--- src/verilog/dcsf_map.svh ---
// bit positions, masks and timing constants of the control/status frame pair
`ifndef DCSF_MAP_SVH
`define DCSF_MAP_SVH
`define DCSF_FRAME_W         24
`define DCSF_BITCNT_W        5
`define DCSF_STAGES          9
`define DCSF_OUTPUTS         6
`define DCSF_SYNC_W          24
// control frame fields
`define DCSF_BIT_SELECT      0
`define DCSF_BIT_ENABLE      23
`define DCSF_BIT_REC_HEAVY_SWITCH_OUTPUT    22
`define DCSF_BIT_REC_SWITCH_OUTPUT_E    20
`define DCSF_BIT_REC_SWITCH_OUTPUT_D    19
`define DCSF_BIT_REC_BRIDGE_OUTPUT_C    14
`define DCSF_BIT_REC_BRIDGE_OUTPUT_B    13
`define DCSF_BIT_REC_BRIDGE_OUTPUT_A    12
`define DCSF_BIT_PWM_HEAVY_SWITCH_OUTPUT    11
`define DCSF_BIT_PWM_SWITCH_OUTPUT_E    9
`define DCSF_BIT_PWM_SWITCH_OUTPUT_D    8
`define DCSF_BIT_PWM_BRIDGE_OUTPUT_C    3
`define DCSF_BIT_PWM_BRIDGE_OUTPUT_B    2
`define DCSF_BIT_PWM_BRIDGE_OUTPUT_A    1
`define DCSF_BIT_HIGHR_SWITCH_OUTPUT_E  17
`define DCSF_BIT_HIGHR_SWITCH_OUTPUT_D  6
`define DCSF_CTL_WRITE_MASK  24'hda7b4e
`define DCSF_CTL_RESET       24'h000000
// status frame fields
`define DCSF_BIT_ALWAYS_ONE  23
`define DCSF_BIT_OVERVOLT    22
`define DCSF_BIT_UNDERVOLT   21
`define DCSF_BIT_TSD         20
`define DCSF_BIT_TW          19
`define DCSF_BIT_NOTREADY    18
`define DCSF_BIT_OL_HEAVY_SWITCH_OUTPUT     17
`define DCSF_BIT_OL_SWITCH_OUTPUT_E     15
`define DCSF_BIT_OL_SWITCH_OUTPUT_D     14
`define DCSF_BIT_OL_FIRST    1
`define DCSF_BIT_NOERROR     0
`define DCSF_FAULT_HI        22
`define DCSF_FAULT_LO        1
// stage indices: 0..5 bridge low/high pairs, then single switches
`define DCSF_STG_SWITCH_OUTPUT_D        6
`define DCSF_STG_SWITCH_OUTPUT_E        7
`define DCSF_STG_HEAVY_SWITCH_OUTPUT        8
// timing
`define DCSF_CLK_MHZ         100
`define DCSF_OFF_SHORT_US    10
`define DCSF_OFF_LONG_US     40
`define DCSF_OFF_SHORT_CYC   (`DCSF_OFF_SHORT_US * `DCSF_CLK_MHZ)
`define DCSF_OFF_LONG_CYC    (`DCSF_OFF_LONG_US * `DCSF_CLK_MHZ)
`define DCSF_OPENLOAD_US     1000
`define DCSF_OPENLOAD_CYC    (`DCSF_OPENLOAD_US * `DCSF_CLK_MHZ)
`define DCSF_SETTLE_US       100
`define DCSF_SETTLE_CYC      (`DCSF_SETTLE_US * `DCSF_CLK_MHZ)
`define DCSF_TMR_W           17
`endif

--- src/verilog/dcsf_files_end.sv ---
// intentionally empty compile unit marker
`timescale 1ns/1ps
`default_nettype none
`default_nettype wire

--- src/verilog/dcsf_pkg.sv ---
// types shared by the frame pair logic
package dcsf_pkg;
   typedef logic [23:0] dcsf_frame_t;
   typedef enum logic [2:0]
   {
      DCSF_ST_STANDBY = 3'b001,
      DCSF_ST_SETTLE  = 3'b010,
      DCSF_ST_ACTIVE  = 3'b100
   } dcsf_mode_t;
endpackage

--- src/verilog/dcsf_if.sv ---
// frame carrier between serial shifter and register core
`timescale 1ns/1ps
`default_nettype none
interface dcsf_if;
   import dcsf_pkg::*;
   dcsf_frame_t rx_word;
   logic        rx_valid;
   dcsf_frame_t tx_word;
   modport spi  (output rx_word, output rx_valid, input tx_word);
   modport core (input rx_word, input rx_valid, output tx_word);
endinterface
`default_nettype wire

--- src/verilog/dcsf_top.sv ---
// control/status frame pair one: protection, pwm gating, diagnostics
`timescale 1ns/1ps
`default_nettype none
`include "dcsf_map.svh"
module dcsf_top
#(
   parameter int OPENLOAD_CYC = `DCSF_OPENLOAD_CYC,
   parameter int SETTLE_CYC   = `DCSF_SETTLE_CYC
)
(
   // clock and reset
   input  wire logic                      i_clock,
   input  wire logic                      i_arst_n,
   // serial link
   input  wire logic                      i_sclk,
   input  wire logic                      i_cs_n,
   input  wire logic                      i_mosi,
   output logic                           o_miso,
   output logic                           o_miso_oe_n,
   // analog senses (asynchronous)
   input  wire logic [`DCSF_STAGES-1:0]   i_overcurrent,
   input  wire logic [`DCSF_STAGES-1:0]   i_undercurrent,
   input  wire logic                      i_supply_under,
   input  wire logic                      i_supply_over,
   input  wire logic                      i_thermal_shutdown,
   input  wire logic                      i_thermal_warning,
   input  wire logic                      i_pulse_input_primary,
   input  wire logic                      i_pulse_input_secondary,
   // from frame pair zero (same clock)
   input  wire logic [`DCSF_STAGES-1:0]   i_stage_request,
   input  wire logic                      i_recovery_duty,
   input  wire logic [`DCSF_STAGES-1:0]   i_overcurrent_clear,
   input  wire logic                      i_thermal_clear,
   input  wire dcsf_pkg::dcsf_frame_t     i_status0_frame,
   // stage drive and status
   output logic [`DCSF_STAGES-1:0]        o_stage_on,
   output logic [1:0]                     o_low_current_mode,
   output logic [`DCSF_STAGES-1:0]        o_overcurrent_flag,
   output dcsf_pkg::dcsf_mode_t           o_mode
);
   import dcsf_pkg::*;

   dcsf_if bus ();
   logic [`DCSF_SYNC_W-1:0]  meta_q;
   logic [`DCSF_SYNC_W-1:0]  sync_q;
   dcsf_frame_t              ctl_q;
   dcsf_mode_t               mode_q;
   logic [`DCSF_TMR_W-1:0]   settle_q;
   logic                     tsd_q;
   logic                     tw_q;
   logic [`DCSF_STAGES-1:0]  oc_flag_q;
   logic [`DCSF_STAGES-1:0]  oc_off_q;
   logic [`DCSF_STAGES-1:0]  ol_flag_q;
   logic [`DCSF_STAGES-1:0]  stage_d;
   logic [`DCSF_STAGES-1:0]  oc_s;
   logic [`DCSF_STAGES-1:0]  uc_s;
   logic                     under_s;
   logic                     over_s;
   logic                     tsd_s;
   logic                     tw_s;
   logic                     pulse_input_primary_s;
   logic                     pulse_input_secondary_s;
   logic                     write_hit;
   logic                     standby;
   logic                     block_all;
   logic [`DCSF_OUTPUTS-1:0] rec_en;
   logic [`DCSF_OUTPUTS-1:0] pwm_en;
   dcsf_frame_t              status;

   dcsf_spi u_spi
   (
      .i_clock     (i_clock),
      .i_arst_n    (i_arst_n),
      .i_sclk      (i_sclk),
      .i_cs_n      (i_cs_n),
      .i_mosi      (i_mosi),
      .o_miso      (o_miso),
      .o_miso_oe_n (o_miso_oe_n),
      .bus         (bus.spi)
   );

   // every analog sense passes two flops before use
   always_ff @(posedge i_clock or negedge i_arst_n)
   begin
      if (!i_arst_n)
      begin
         meta_q <= '0;
         sync_q <= '0;
      end
      else
      begin
         meta_q <= {i_overcurrent, i_undercurrent, i_supply_under, i_supply_over, i_thermal_shutdown,
                    i_thermal_warning, i_pulse_input_primary, i_pulse_input_secondary};
         sync_q <= meta_q;
      end
   end
   assign {oc_s, uc_s, under_s, over_s, tsd_s, tw_s, pulse_input_primary_s, pulse_input_secondary_s} = sync_q;

   assign write_hit = bus.rx_valid && bus.rx_word[`DCSF_BIT_SELECT];
   assign standby   = !ctl_q[`DCSF_BIT_ENABLE];

   // control frame; ignored bits never stored
   always_ff @(posedge i_clock or negedge i_arst_n)
   begin
      if (!i_arst_n)
      begin
         ctl_q <= `DCSF_CTL_RESET;
      end
      else if (write_hit)
      begin
         if (bus.rx_word[`DCSF_BIT_ENABLE])
         begin
            ctl_q <= bus.rx_word & `DCSF_CTL_WRITE_MASK;
         end
         else
         begin
            ctl_q <= `DCSF_CTL_RESET;
         end
      end
   end

   assign rec_en = {ctl_q[`DCSF_BIT_REC_HEAVY_SWITCH_OUTPUT], ctl_q[`DCSF_BIT_REC_SWITCH_OUTPUT_E], ctl_q[`DCSF_BIT_REC_SWITCH_OUTPUT_D],
                    ctl_q[`DCSF_BIT_REC_BRIDGE_OUTPUT_C], ctl_q[`DCSF_BIT_REC_BRIDGE_OUTPUT_B], ctl_q[`DCSF_BIT_REC_BRIDGE_OUTPUT_A]};
   assign pwm_en = {ctl_q[`DCSF_BIT_PWM_HEAVY_SWITCH_OUTPUT], ctl_q[`DCSF_BIT_PWM_SWITCH_OUTPUT_E], ctl_q[`DCSF_BIT_PWM_SWITCH_OUTPUT_D],
                    ctl_q[`DCSF_BIT_PWM_BRIDGE_OUTPUT_C], ctl_q[`DCSF_BIT_PWM_BRIDGE_OUTPUT_B], ctl_q[`DCSF_BIT_PWM_BRIDGE_OUTPUT_A]};

   // settle timer runs on the internal clock so its length is a usable reference
   always_ff @(posedge i_clock or negedge i_arst_n)
   begin
      if (!i_arst_n)
      begin
         mode_q   <= DCSF_ST_STANDBY;
         settle_q <= '0;
      end
      else
      begin
         case (mode_q)
            DCSF_ST_STANDBY:
            begin
               settle_q <= '0;
               if (!standby)
               begin
                  mode_q <= DCSF_ST_SETTLE;
               end
            end
            DCSF_ST_SETTLE:
            begin
               settle_q <= settle_q + `DCSF_TMR_W'(1);
               if (standby)
               begin
                  mode_q <= DCSF_ST_STANDBY;
               end
               else if (settle_q == `DCSF_TMR_W'(SETTLE_CYC - 1))
               begin
                  mode_q <= DCSF_ST_ACTIVE;
               end
            end
            DCSF_ST_ACTIVE:
            begin
               if (standby)
               begin
                  mode_q <= DCSF_ST_STANDBY;
               end
            end
            default:
            begin
               mode_q <= DCSF_ST_STANDBY;
            end
         endcase
      end
   end

   // thermal flags latch; a new event beats the host clear
   always_ff @(posedge i_clock or negedge i_arst_n)
   begin
      if (!i_arst_n)
      begin
         tsd_q <= 1'b0;
         tw_q  <= 1'b0;
      end
      else if (standby)
      begin
         tsd_q <= 1'b0;
         tw_q  <= 1'b0;
      end
      else
      begin
         tsd_q <= tsd_s | (tsd_q & ~i_thermal_clear);
         tw_q  <= tw_s | (tw_q & ~i_thermal_clear);
      end
   end

   assign block_all = standby || (mode_q != DCSF_ST_ACTIVE) || tsd_q || tsd_s || under_s || over_s;

   genvar g;
   generate
      for (g = 0; g < `DCSF_STAGES; g++)
      begin : g_stage
         localparam int OUT = (g < `DCSF_STG_SWITCH_OUTPUT_D) ? (g / 2) : (g - 3);
         logic [11:0]            off_q;
         logic [`DCSF_TMR_W-1:0] ol_q;
         logic                   pulse;

         // off delay; duty bit trades retry rate against dissipation
         always_ff @(posedge i_clock or negedge i_arst_n)
         begin
            if (!i_arst_n)
            begin
               oc_flag_q[g] <= 1'b0;
               oc_off_q[g]  <= 1'b0;
               off_q        <= '0;
            end
            else if (standby)
            begin
               oc_flag_q[g] <= 1'b0;
               oc_off_q[g]  <= 1'b0;
               off_q        <= '0;
            end
            else if (oc_s[g] && o_stage_on[g])
            begin
               oc_flag_q[g] <= 1'b1;
               oc_off_q[g]  <= 1'b1;
               off_q        <= i_recovery_duty ? 12'(`DCSF_OFF_LONG_CYC - 1) : 12'(`DCSF_OFF_SHORT_CYC - 1);
            end
            else
            begin
               if (i_overcurrent_clear[g])
               begin
                  oc_flag_q[g] <= 1'b0;
               end
               if (off_q != '0)
               begin
                  off_q <= off_q - 12'(1);
               end
               if (rec_en[OUT] && off_q == '0)
               begin
                  oc_off_q[g] <= 1'b0;
               end
               else if (i_overcurrent_clear[g])
               begin
                  oc_off_q[g] <= 1'b0;
               end
            end
         end

         assign pulse = (g == `DCSF_STG_SWITCH_OUTPUT_E) ? pulse_input_secondary_s : pulse_input_primary_s;
         assign stage_d[g] = i_stage_request[g] && !block_all && !oc_off_q[g] && !oc_s[g]
                             && (!pwm_en[OUT] || pulse);

         // open-load filter; the flag is cleared when the host reads a frame while the stage is off or sees no under-current
         always_ff @(posedge i_clock or negedge i_arst_n)
         begin
            if (!i_arst_n)
            begin
               ol_q         <= '0;
               ol_flag_q[g] <= 1'b0;
            end
            else if (standby)
            begin
               ol_q         <= '0;
               ol_flag_q[g] <= 1'b0;
            end
            else if (o_stage_on[g] && uc_s[g])
            begin
               if (ol_q == `DCSF_TMR_W'(OPENLOAD_CYC - 1))
               begin
                  ol_flag_q[g] <= 1'b1;
               end
               else
               begin
                  ol_q <= ol_q + `DCSF_TMR_W'(1);
               end
            end
            else
            begin
               ol_q <= '0;
               if (bus.rx_valid)
               begin
                  ol_flag_q[g] <= 1'b0;
               end
            end
         end

      end
   endgenerate

   always_ff @(posedge i_clock or negedge i_arst_n)
   begin
      if (!i_arst_n)
      begin
         o_stage_on         <= '0;
         o_low_current_mode <= 2'h0;
      end
      else
      begin
         o_stage_on         <= stage_d;
         o_low_current_mode <= {ctl_q[`DCSF_BIT_HIGHR_SWITCH_OUTPUT_E], ctl_q[`DCSF_BIT_HIGHR_SWITCH_OUTPUT_D]};
      end
   end

   always_comb
   begin
      status                                        = '0;
      status[`DCSF_BIT_ALWAYS_ONE]                  = 1'b1;
      status[`DCSF_BIT_OVERVOLT]                    = over_s;
      status[`DCSF_BIT_UNDERVOLT]                   = under_s;
      status[`DCSF_BIT_TSD]                         = tsd_q;
      status[`DCSF_BIT_TW]                          = tw_q;
      status[`DCSF_BIT_NOTREADY]                    = (mode_q == DCSF_ST_SETTLE);
      status[`DCSF_BIT_OL_HEAVY_SWITCH_OUTPUT]                     = ol_flag_q[`DCSF_STG_HEAVY_SWITCH_OUTPUT];
      status[`DCSF_BIT_OL_SWITCH_OUTPUT_E]                     = ol_flag_q[`DCSF_STG_SWITCH_OUTPUT_E];
      status[`DCSF_BIT_OL_SWITCH_OUTPUT_D]                     = ol_flag_q[`DCSF_STG_SWITCH_OUTPUT_D];
      status[`DCSF_BIT_OL_FIRST +: `DCSF_STG_SWITCH_OUTPUT_D]  = ol_flag_q[`DCSF_STG_SWITCH_OUTPUT_D-1:0];
      status[`DCSF_BIT_NOERROR] = !(|status[`DCSF_FAULT_HI:`DCSF_FAULT_LO]
                                    || |i_status0_frame[`DCSF_FAULT_HI:`DCSF_FAULT_LO]);
   end

   assign bus.tx_word         = status;
   assign o_overcurrent_flag  = oc_flag_q;
   assign o_mode              = mode_q;
endmodule
`default_nettype wire

--- src/verilog/dcsf_spi.sv ---
// serial shifter: oversamples the link pins and moves 24-bit frames
`timescale 1ns/1ps
`default_nettype none
`include "dcsf_map.svh"
module dcsf_spi
(
   // clock and reset
   input  wire logic  i_clock,
   input  wire logic  i_arst_n,
   // link pins
   input  wire logic  i_sclk,
   input  wire logic  i_cs_n,
   input  wire logic  i_mosi,
   output logic       o_miso,
   output logic       o_miso_oe_n,
   // frame side
   dcsf_if.spi        bus
);
   import dcsf_pkg::*;
   logic [2:0]                meta_q;
   logic [2:0]                sync_q;
   logic [1:0]                prev_q;
   dcsf_frame_t               rx_q;
   dcsf_frame_t               tx_q;
   logic [`DCSF_BITCNT_W-1:0] cnt_q;
   logic                      valid_q;
   logic                      sclk_rise;
   logic                      sclk_fall;
   logic                      cs_fall;
   logic                      cs_rise;

   always_ff @(posedge i_clock or negedge i_arst_n)
   begin
      if (!i_arst_n)
      begin
         meta_q <= 3'h2;
         sync_q <= 3'h2;
         prev_q <= 2'h2;
      end
      else
      begin
         meta_q <= {i_mosi, i_cs_n, i_sclk};
         sync_q <= meta_q;
         prev_q <= sync_q[1:0];
      end
   end

   assign sclk_rise = sync_q[0] & ~prev_q[0] & ~sync_q[1];
   assign sclk_fall = ~sync_q[0] & prev_q[0] & ~sync_q[1];
   assign cs_fall   = ~sync_q[1] & prev_q[1];
   assign cs_rise   = sync_q[1] & ~prev_q[1];

   // sample on rising edge, shift out on falling edge, msb first
   always_ff @(posedge i_clock or negedge i_arst_n)
   begin
      if (!i_arst_n)
      begin
         rx_q  <= '0;
         tx_q  <= '0;
         cnt_q <= '0;
      end
      else if (cs_fall)
      begin
         tx_q  <= bus.tx_word;
         cnt_q <= '0;
      end
      else if (sclk_rise)
      begin
         rx_q  <= {rx_q[`DCSF_FRAME_W-2:0], sync_q[2]};
         cnt_q <= cnt_q + `DCSF_BITCNT_W'(1);
      end
      else if (sclk_fall)
      begin
         tx_q <= {tx_q[`DCSF_FRAME_W-2:0], 1'b0};
      end
   end

   // a frame whose length is not 24 bits modulo 32 is dropped whole
   always_ff @(posedge i_clock or negedge i_arst_n)
   begin
      if (!i_arst_n)
      begin
         valid_q <= 1'b0;
      end
      else
      begin
         valid_q <= cs_rise && (cnt_q == `DCSF_BITCNT_W'(`DCSF_FRAME_W));
      end
   end

   always_ff @(posedge i_clock or negedge i_arst_n)
   begin
      if (!i_arst_n)
      begin
         o_miso      <= 1'b0;
         o_miso_oe_n <= 1'b1;
      end
      else
      begin
         o_miso      <= cs_fall ? bus.tx_word[`DCSF_FRAME_W-1] : tx_q[`DCSF_FRAME_W-1];
         o_miso_oe_n <= sync_q[1];
      end
   end

   assign bus.rx_word  = rx_q;
   assign bus.rx_valid = valid_q;
endmodule
`default_nettype wire

--- config.mk ---
export PLATFORM = sky130hd
export DESIGN_NAME = dcsf_top
export DESIGN_NICKNAME = d
export VERILOG_FILES = /design/src/verilog/dcsf_files_end.sv /design/src/verilog/dcsf_pkg.sv /design/src/verilog/dcsf_if.sv /design/src/verilog/dcsf_top.sv /design/src/verilog/dcsf_spi.sv
export VERILOG_INCLUDE_DIRS = /design/src /design/src/verilog
export SDC_FILE = /design/constraint.sdc
export NUM_CORES = 1
export LEC_CHECK = 0
export BUFFER_PORTS_ARGS = -buffer_cell sky130_fd_sc_hd__buf_2
export CORE_MARGIN = 10
export CORE_UTILIZATION = 50
export DETAILED_ROUTE_END_ITERATION = 7
export PLACE_DENSITY = 0.75
export SLEW_MARGIN = 20
export SYNTH_ARGS = -nofsm -noshare
export SYNTH_HDL_FRONTEND = slang
export SYNTH_SLANG_ARGS = --single-unit
--- constraint.sdc ---
create_clock -name i_clock -period 3 [get_ports i_clock]
set_input_delay 0 -clock i_clock [delete_from_list [all_inputs] [get_ports i_clock]]
set_output_delay 0 -clock i_clock [all_outputs]
set_load 0.005 [all_outputs]
==> results of run 1 <==
## logic make-up (layout without fill, tap and decap cells)
logic type	Yosys count	count (layout)
mux	61	61
fa+ha+maj	30	30
xor+xnor	175	175
buf+inv	109	297
simple gates	806	806
compound gates	388	388
flops	447	447
## power groups by stage
stage | Combinational, W | Clock (W) | Sequential (W)
global route | 0.000387 | 0.00650 | 0.00618
CTS | 0.000352 | 0.00623 | 0.00618
finish | 0.000339 | 0.00611 | 0.00618
global placement | 0.000290 | 0 | 0.00628
detailed placement | 0.000300 | 0 | 0.00629
floorplan | 0.0000924 | 0 | 0.00626
## sequential cells by signal (all words and copies together) (netlist names), 2 cells and up
register,cells
sync_q,24
u_spi.cnt_q,5
o_low_current_mode,2
g_stage.off_q,108
g_stage.ol_q,153
bus.tx_word,9
ctl_q,15
u_spi.tx_q,24
u_spi.sync_q,3
u_spi.bus.rx_word,24
u_spi.meta_q,3
meta_q,24
settle_q,17
oc_off_q,9
o_stage_on,9
o_mode,3
o_overcurrent_flag,9
## synth_stat cells, types with 8 or more instances
library cell  instances
xor2_1               81
dfrtp_1             443
clkbuf_1             53
xnor2_1              94
nand2b_1             23
nand3b_1             18
a21boi_0             10
a21oi_1             149
a211oi_1             11
o31ai_1              12
nor2b_1              12
ha_1                 30
mux2_2               26
or4_1                15
a41o_1               10
nand4_1              55
mux2i_1              35
nor2_1              156
nor3_1               70
and3_1               25
a21o_1               11
nor4b_1              15
nor4_1               46
nand2_1             169
o21ai_0             107
nor3b_1              14
and2_1               19
o21a_1               12
a31oi_1              23
nand3_1              84
or3_1                22
inv_1                41
a2111o_1              8
and4_1               23
## how the worst max path moves through the flow
stage,startpoint,end,cells past startpoint
2_1_floorplan,g_stage[0].off_q[0],g_stage[0].off_q[1],8
3_3_place_gp,o_mode[2],settle_q[11],4
3_5_place_dp,g_stage[7].off_q[4],g_stage[7].off_q[2],4
4_1_cts,u_spi.o_miso_oe_n,u_spi.tx_q[0],5
5_1_grt,g_stage[7].off_q[4],g_stage[7].off_q[2],4
6_report,u_spi.o_miso_oe_n,u_spi.tx_q[0],5
## metrics by stage
stage | util, % | cell area (sq um) | total power [W]
after floorplan | - | 20840 | 0.006356
after global routing | 58.71 | 24080 | 0.01307
after CTS | 58.71 | 24080 | 0.01276
final | 58.71 | 24080 | 0.01262
after global placement | 53.46 | 21930 | 0.006571
after detailed placement | 53.46 | 21930 | 0.006587
## worst max-delay path, cell delays in order (launching register included)
cell           delay (ns)
dfstp_2              0.68
nor2b_2              0.54
buf_4                0.31
nand4_1              0.12
o22ai_1              0.13
dlygate4sd3_1        0.56
## area by class of cell
type | instances | area share [%]
clock inverters | 28 | 1.351
well taps | 532 | 2.764
clock buffers | 60 | 5.466
flip-flops and latches | 447 | 46.48
multi-input cells | 1460 | 38.29
repair buffers | 167 | 4.998
inverters | 42 | 0.6547
## metal layers
metal / track usage, % / part of all wire, % / vias up / wire length, microns
li1: - / - / 7563 / -
met1: 23.52 / 44 / 7837 / 20240
met2: 31.15 / 49 / 318 / 22690
met3: 3.018 / 4.2 / 78 / 1923
met4: 6.867 / 2.9 / 0 / 1337
met5: 0 / 0 / - / 0
==> impl_metrics.env, run 1 <==
export IMPL_power_per_cell_area_mw_per_mm2=524.2
export IMPL_die_area_sq_mm=0.05024
export IMPL_viasPerCell=5.773
export IMPL_drive_above_1_share_pct=11.75
export IMPL_max_freq_mhz=415.2
export IMPL_timing_rr_start="u_spi.o_miso_oe_n"
export IMPL_timing_final_hold_violations=0
export IMPL_worstReg2RegEnd="u_spi.tx_q[0]"
export IMPL_post_cts_resized=0
export IMPL_wirelength_mm=46.19
export IMPL_clkPwrFrac_pct=48.4
export IMPL_clockRootBuffer="clkbuf_16"
export IMPL_post_place_ws_ns=0.7586
export IMPL_synthCells=2016
export IMPL_floorplan_die_height_microns=224.1
export IMPL_switchingPower_w=0.002716
export IMPL_worstHoldPathType="in -> async"
export IMPL_syn_area_per_cell_sq_um=10.34
export IMPL_status="finished clean"
export IMPL_clk_pin_slew_ns=0.06
export IMPL_synth_top_family_by_area="simple AND/OR/NAND/NOR gates"
export IMPL_end_kind="register"
export IMPL_relSlewSlack_pct=43.47
export IMPL_synth_nets=2119
export IMPL_yosys_area_top_type="dfrtp_1"
export IMPL_register_area_sq_mm=0.01119
export IMPL_rows=74
export IMPL_start_kind="register"
export IMPL_ys_flop_type="dfrtp_1"
export IMPL_pwr_share_comb_pct=2.7
export IMPL_grt_pass1_wl_mm=78.59
export IMPL_dr_pass1_iters=5
export IMPL_synth_fa_ha_area_share_pct=1.801
export IMPL_layout_common_cells="dfrtp_1, nand2_1, nor2_1"
export IMPL_timing_final_setup_violations=0
export IMPL_layout_setup_ws_ns=0.5914
export IMPL_antenna_cells=0
export IMPL_whs_ns=0.03999
export IMPL_cts_max_level=2
export IMPL_clk_latency_ns=0.59
export IMPL_antenna_left=0
export IMPL_synth_top_area_share_pct=53.20
export IMPL_synth_seq_cells=447
export IMPL_io_pin_count=98
export IMPL_final_nets=2268
export IMPL_drv_cap=0
export IMPL_clockBufferDepth=3
export IMPL_yosys_warnings=0
export IMPL_dp_hpwl_mm=31.07
export IMPL_drv_slew=0
export IMPL_grt_max_degree=94
export IMPL_swShare_pct=21.52
export IMPL_path_class="reg -> reg"
export IMPL_first_global_vias=15970
export IMPL_track_usage_pct=18.46
export IMPL_synthSimpleGateAreaFrac_pct=20.85
export IMPL_core_area_sq_mm=0.04102
export IMPL_port_buffers=95
export IMPL_multi_input_area_sq_mm=0.009220
export IMPL_netlist_area_sq_mm=0.02084
export IMPL_rsz0062_at_grt="false"
export IMPL_finalCritPeriodShare_pct=80.29
export IMPL_clock_skew_final_ns=0.01608
export IMPL_die_width_microns=224.1
export IMPL_drt_initial_drc_count=1033
export IMPL_wl_per_cell_microns=16.88
export IMPL_post_synth_main_area_contributors="dfrtp_1, xnor2_1, a21oi_1"
export IMPL_synthMuxAreaShare_pct=3.087
export IMPL_synth_xor_area_share_pct=7.356
export IMPL_power_internal_w=0.009907
export IMPL_arrival_ns=2.92
export IMPL_vias=15800
export IMPL_synthArstFlopShare_pct=100.0
export IMPL_yosysSeqAreaShare_pct=53.71
export IMPL_dp_cells=2597
export IMPL_area_growth_pct=15.57
export IMPL_clock_sinks=447
export IMPL_layout_commonest_cell="dfrtp_1"
export IMPL_fin_crit_ns=2.409
export IMPL_p_seq_share_pct=48.9
export IMPL_post_cts_buffers=0
export IMPL_start_util_pct=50.80
export IMPL_antenna_found_initial=0
export IMPL_r2r_cells=5
export IMPL_holdBufCountCts=51
export IMPL_p_leak_nw=10.74
export IMPL_synth_distinct_cells=67
export IMPL_overflow=0
export IMPL_instances_no_fill=2736
export IMPL_synth_edf_count=0
export IMPL_drc=0
export IMPL_numCtsBuffers=47
export IMPL_worstMarginPinSlew_ns=0.8402
export IMPL_path_max_fanout=18
export IMPL_gp_congestion=0.8562
export IMPL_ir_drop_v=0.0004417
export IMPL_synth_compound_area_share_pct=11.12
export IMPL_regToRegSetupSlack_ns=0.59
export IMPL_nFillCells=3363
export IMPL_finalSetupTns_ns=0
export IMPL_cts_tree="done"
export IMPL_worst_ep_required_time_ns=3.51
(Power assumes the default switching activity.)
==> inputs of run 2 (changes only) <==
--- a/config.mk
+++ b/config.mk
@@ -10,7 +10,7 @@
 export CORE_MARGIN = 10
 export CORE_UTILIZATION = 50
 export DETAILED_ROUTE_END_ITERATION = 7
-export PLACE_DENSITY = 0.75
+export PLACE_DENSITY = 0.78
 export SLEW_MARGIN = 20
 export SYNTH_ARGS = -nofsm -noshare
 export SYNTH_HDL_FRONTEND = slang
==> constraint.sdc (replaced) <==
create_clock -name i_clock -period 2.1 [get_ports i_clock]
set_input_delay 0 -clock i_clock [delete_from_list [all_inputs] [get_ports i_clock]]
set_output_delay 0 -clock i_clock [all_outputs]
set_load 0.005 [all_outputs]
==> impl_metrics.env, run 2 (synthesis gave the netlist of run 1 again) <==
export IMPL_antenna_found_initial=1
export IMPL_floorplan_die_height_microns=224.1
export IMPL_timing_final_hold_violations=3
export IMPL_instances_no_fill=2781
export IMPL_cts_max_level=2
export IMPL_dr_pass1_iters=5
export IMPL_largest_register="g_stage.ol_q"
export IMPL_highest_layer="met4"
export IMPL_cts_tree="done"
export IMPL_fin_crit_ns=2.037
export IMPL_status="finished with violations"
export IMPL_layout_commonest_cell="dfrtp_1"
export IMPL_gp_congestion=0.8841
export IMPL_regToRegSetupSlack_ns=0.06
export IMPL_port_buffers=95
export IMPL_clock_sinks=447
export IMPL_grt_max_degree=73
export IMPL_clk_latency_ns=0.57
export IMPL_finalSetupTns_ns=0
export IMPL_clockBufferDepth=3
export IMPL_die_area_sq_mm=0.05024
export IMPL_viasPerCell=5.772
export IMPL_violations="negative hold slack"
export IMPL_path_max_fanout=7
export IMPL_drive_above_1_share_pct=13.43
export IMPL_relSlewSlack_pct=49.41
export IMPL_timing_rr_start="g_stage[6].ol_q[14]"
export IMPL_worstHoldPathType="in -> async"
export IMPL_clockRootBuffer="clkbuf_16"
export IMPL_clock_skew_final_ns=0.01936
export IMPL_arrival_ns=2.49
export IMPL_overflow=0
export IMPL_dp_hpwl_mm=31.81
export IMPL_top_regs="g_stage.ol_q x153, g_stage.off_q x108"
export IMPL_antenna_left=0
export IMPL_whs_ns=-0.003426
export IMPL_dp_cells=2639
export IMPL_max_freq_mhz=490.9
export IMPL_start_kind="register"
export IMPL_met3_length_mm=1.723
export IMPL_ir_drop_v=0.0006143
export IMPL_drt_initial_drc_count=1309
export IMPL_clk_pin_slew_ns=0.06
export IMPL_wl_met1_mm=20.78
export IMPL_p_leak_nw=11.00
export IMPL_start_util_pct=50.80
export IMPL_rsz0062_at_grt="false"
export IMPL_first_global_vias=16210
export IMPL_r2r_cells=5
export IMPL_numCtsBuffers=47
export IMPL_end_kind="register"
export IMPL_finalCritPeriodShare_pct=97.01
export IMPL_area_growth_pct=17.80
export IMPL_core_area_sq_mm=0.04102
export IMPL_worstMarginPinSlew_ns=0.7560
export IMPL_wirelength_mm=47.00
export IMPL_path_class="reg -> reg"
export IMPL_final_nets=2313
export IMPL_drc=0
export IMPL_wl_per_cell_microns=16.90
export IMPL_grt_pass1_wl_mm=80.29
export IMPL_largest_reg_flops=153
export IMPL_worstReg2RegEnd="g_stage[6].ol_q[3]"
export IMPL_io_pin_count=98
export IMPL_power_per_cell_area_mw_per_mm2=746.1
export IMPL_layout_common_cells="dfrtp_1, nand2_1, nor2_1"
export IMPL_track_usage_pct=18.83
export IMPL_drv_slew=0
export IMPL_drv_cap=0
export IMPL_dr_wl_met2_mm=23.26
export IMPL_rows=74
export IMPL_timing_final_setup_violations=0
export IMPL_worst_ep_required_time_ns=2.55
export IMPL_vias=16050
export IMPL_die_width_microns=224.1
run 2: changes by cell type in the layout (fill, tap and decap cells not counted), sizes merged:
cell / delta
buf: +43
diode: +1
inv: -3
dlygate4sd3: +2
clkinv: -4
clkinvlp: -3
clkbuf: +8
bufinv: +1
run 2: area by class of cell:
| class | count | area [sq um] |
|---|---|---|
| Fill cell | 3164 | 16470 |
| Sequential cell | 447 | 11190 |
| Multi-Input combinational cell | 1460 | 9241 |
| Timing Repair Buffer | 212 | 1584 |
| Clock buffer | 68 | 1428 |
| Tap cell | 532 | 665.6 |
| Clock inverter | 19 | 275.3 |
| Inverter | 42 | 157.7 |
| Antenna cell | 1 | 2.502 |
run 2: how the worst max path moves through the flow:
stage | startpoint | endpoint | slack (ns)
global route | g_stage[0].off_q[0] | g_stage[0].off_q[10] | 0.005
floorplan | g_stage[0].off_q[0] | g_stage[0].off_q[1] | 0.03
detailed placement | g_stage[6].ol_q[14] | g_stage[6].ol_q[3] | 0.06
global placement | g_stage[6].ol_q[14] | g_stage[6].ol_q[1] | 0.12
CTS | g_stage[6].ol_q[14] | g_stage[6].ol_q[3] | 0.03
finish | g_stage[6].ol_q[14] | g_stage[6].ol_q[3] | 0.06
run 2: through the flow:
step                      setup slack, ns  power [W]  utilization [%]  hold WS (ns)  instance area, sq um
final                             0.06289    0.01831            59.84     -0.003426                 24540
after detailed placement          0.06425   0.009427            54.32      -0.03244                 22280
after global routing             0.004596    0.01892            59.84       0.04129                 24540
after global placement             0.1200   0.009405            54.32      -0.03625                 22280
after floorplan                   0.03478   0.009080                -       -0.2956                 20840
after CTS                         0.02909    0.01849            59.76      0.004453                 24510
run 2: worst max-delay path, stage by stage (launching register included):
cell and delay [ns]:
dfrtp_1 0.41, or4b_2 0.74, nor4_4 0.27, buf_4 0.19, nor2_1 0.06, a211oi_1 0.25
run 2: what timing repair did:
item	CTS	global route
hold buffers	53	0
gates resized for setup	0	5
setup endpoints to repair	0	7
buffers inserted	0	1
endpoints found under the hold margin	504	0
run 2: power breakdown:
part	total [W]	leakage (nW)	switching, W	internal [W]
logic	0.000503	4.07	0.000280	0.000223
registers	0.00883	6.09	0.0000885	0.00874
clock network	0.00898	0.843	0.00341	0.00557
total	0.0183	11.0	0.00378	0.0145
run 2: per-layer routing:
metal,vias up,track usage (%)
met2,326,31.83
met5,-,0
met4,0,6.187
met3,93,2.469
met1,7983,24.65
li1,7651,-
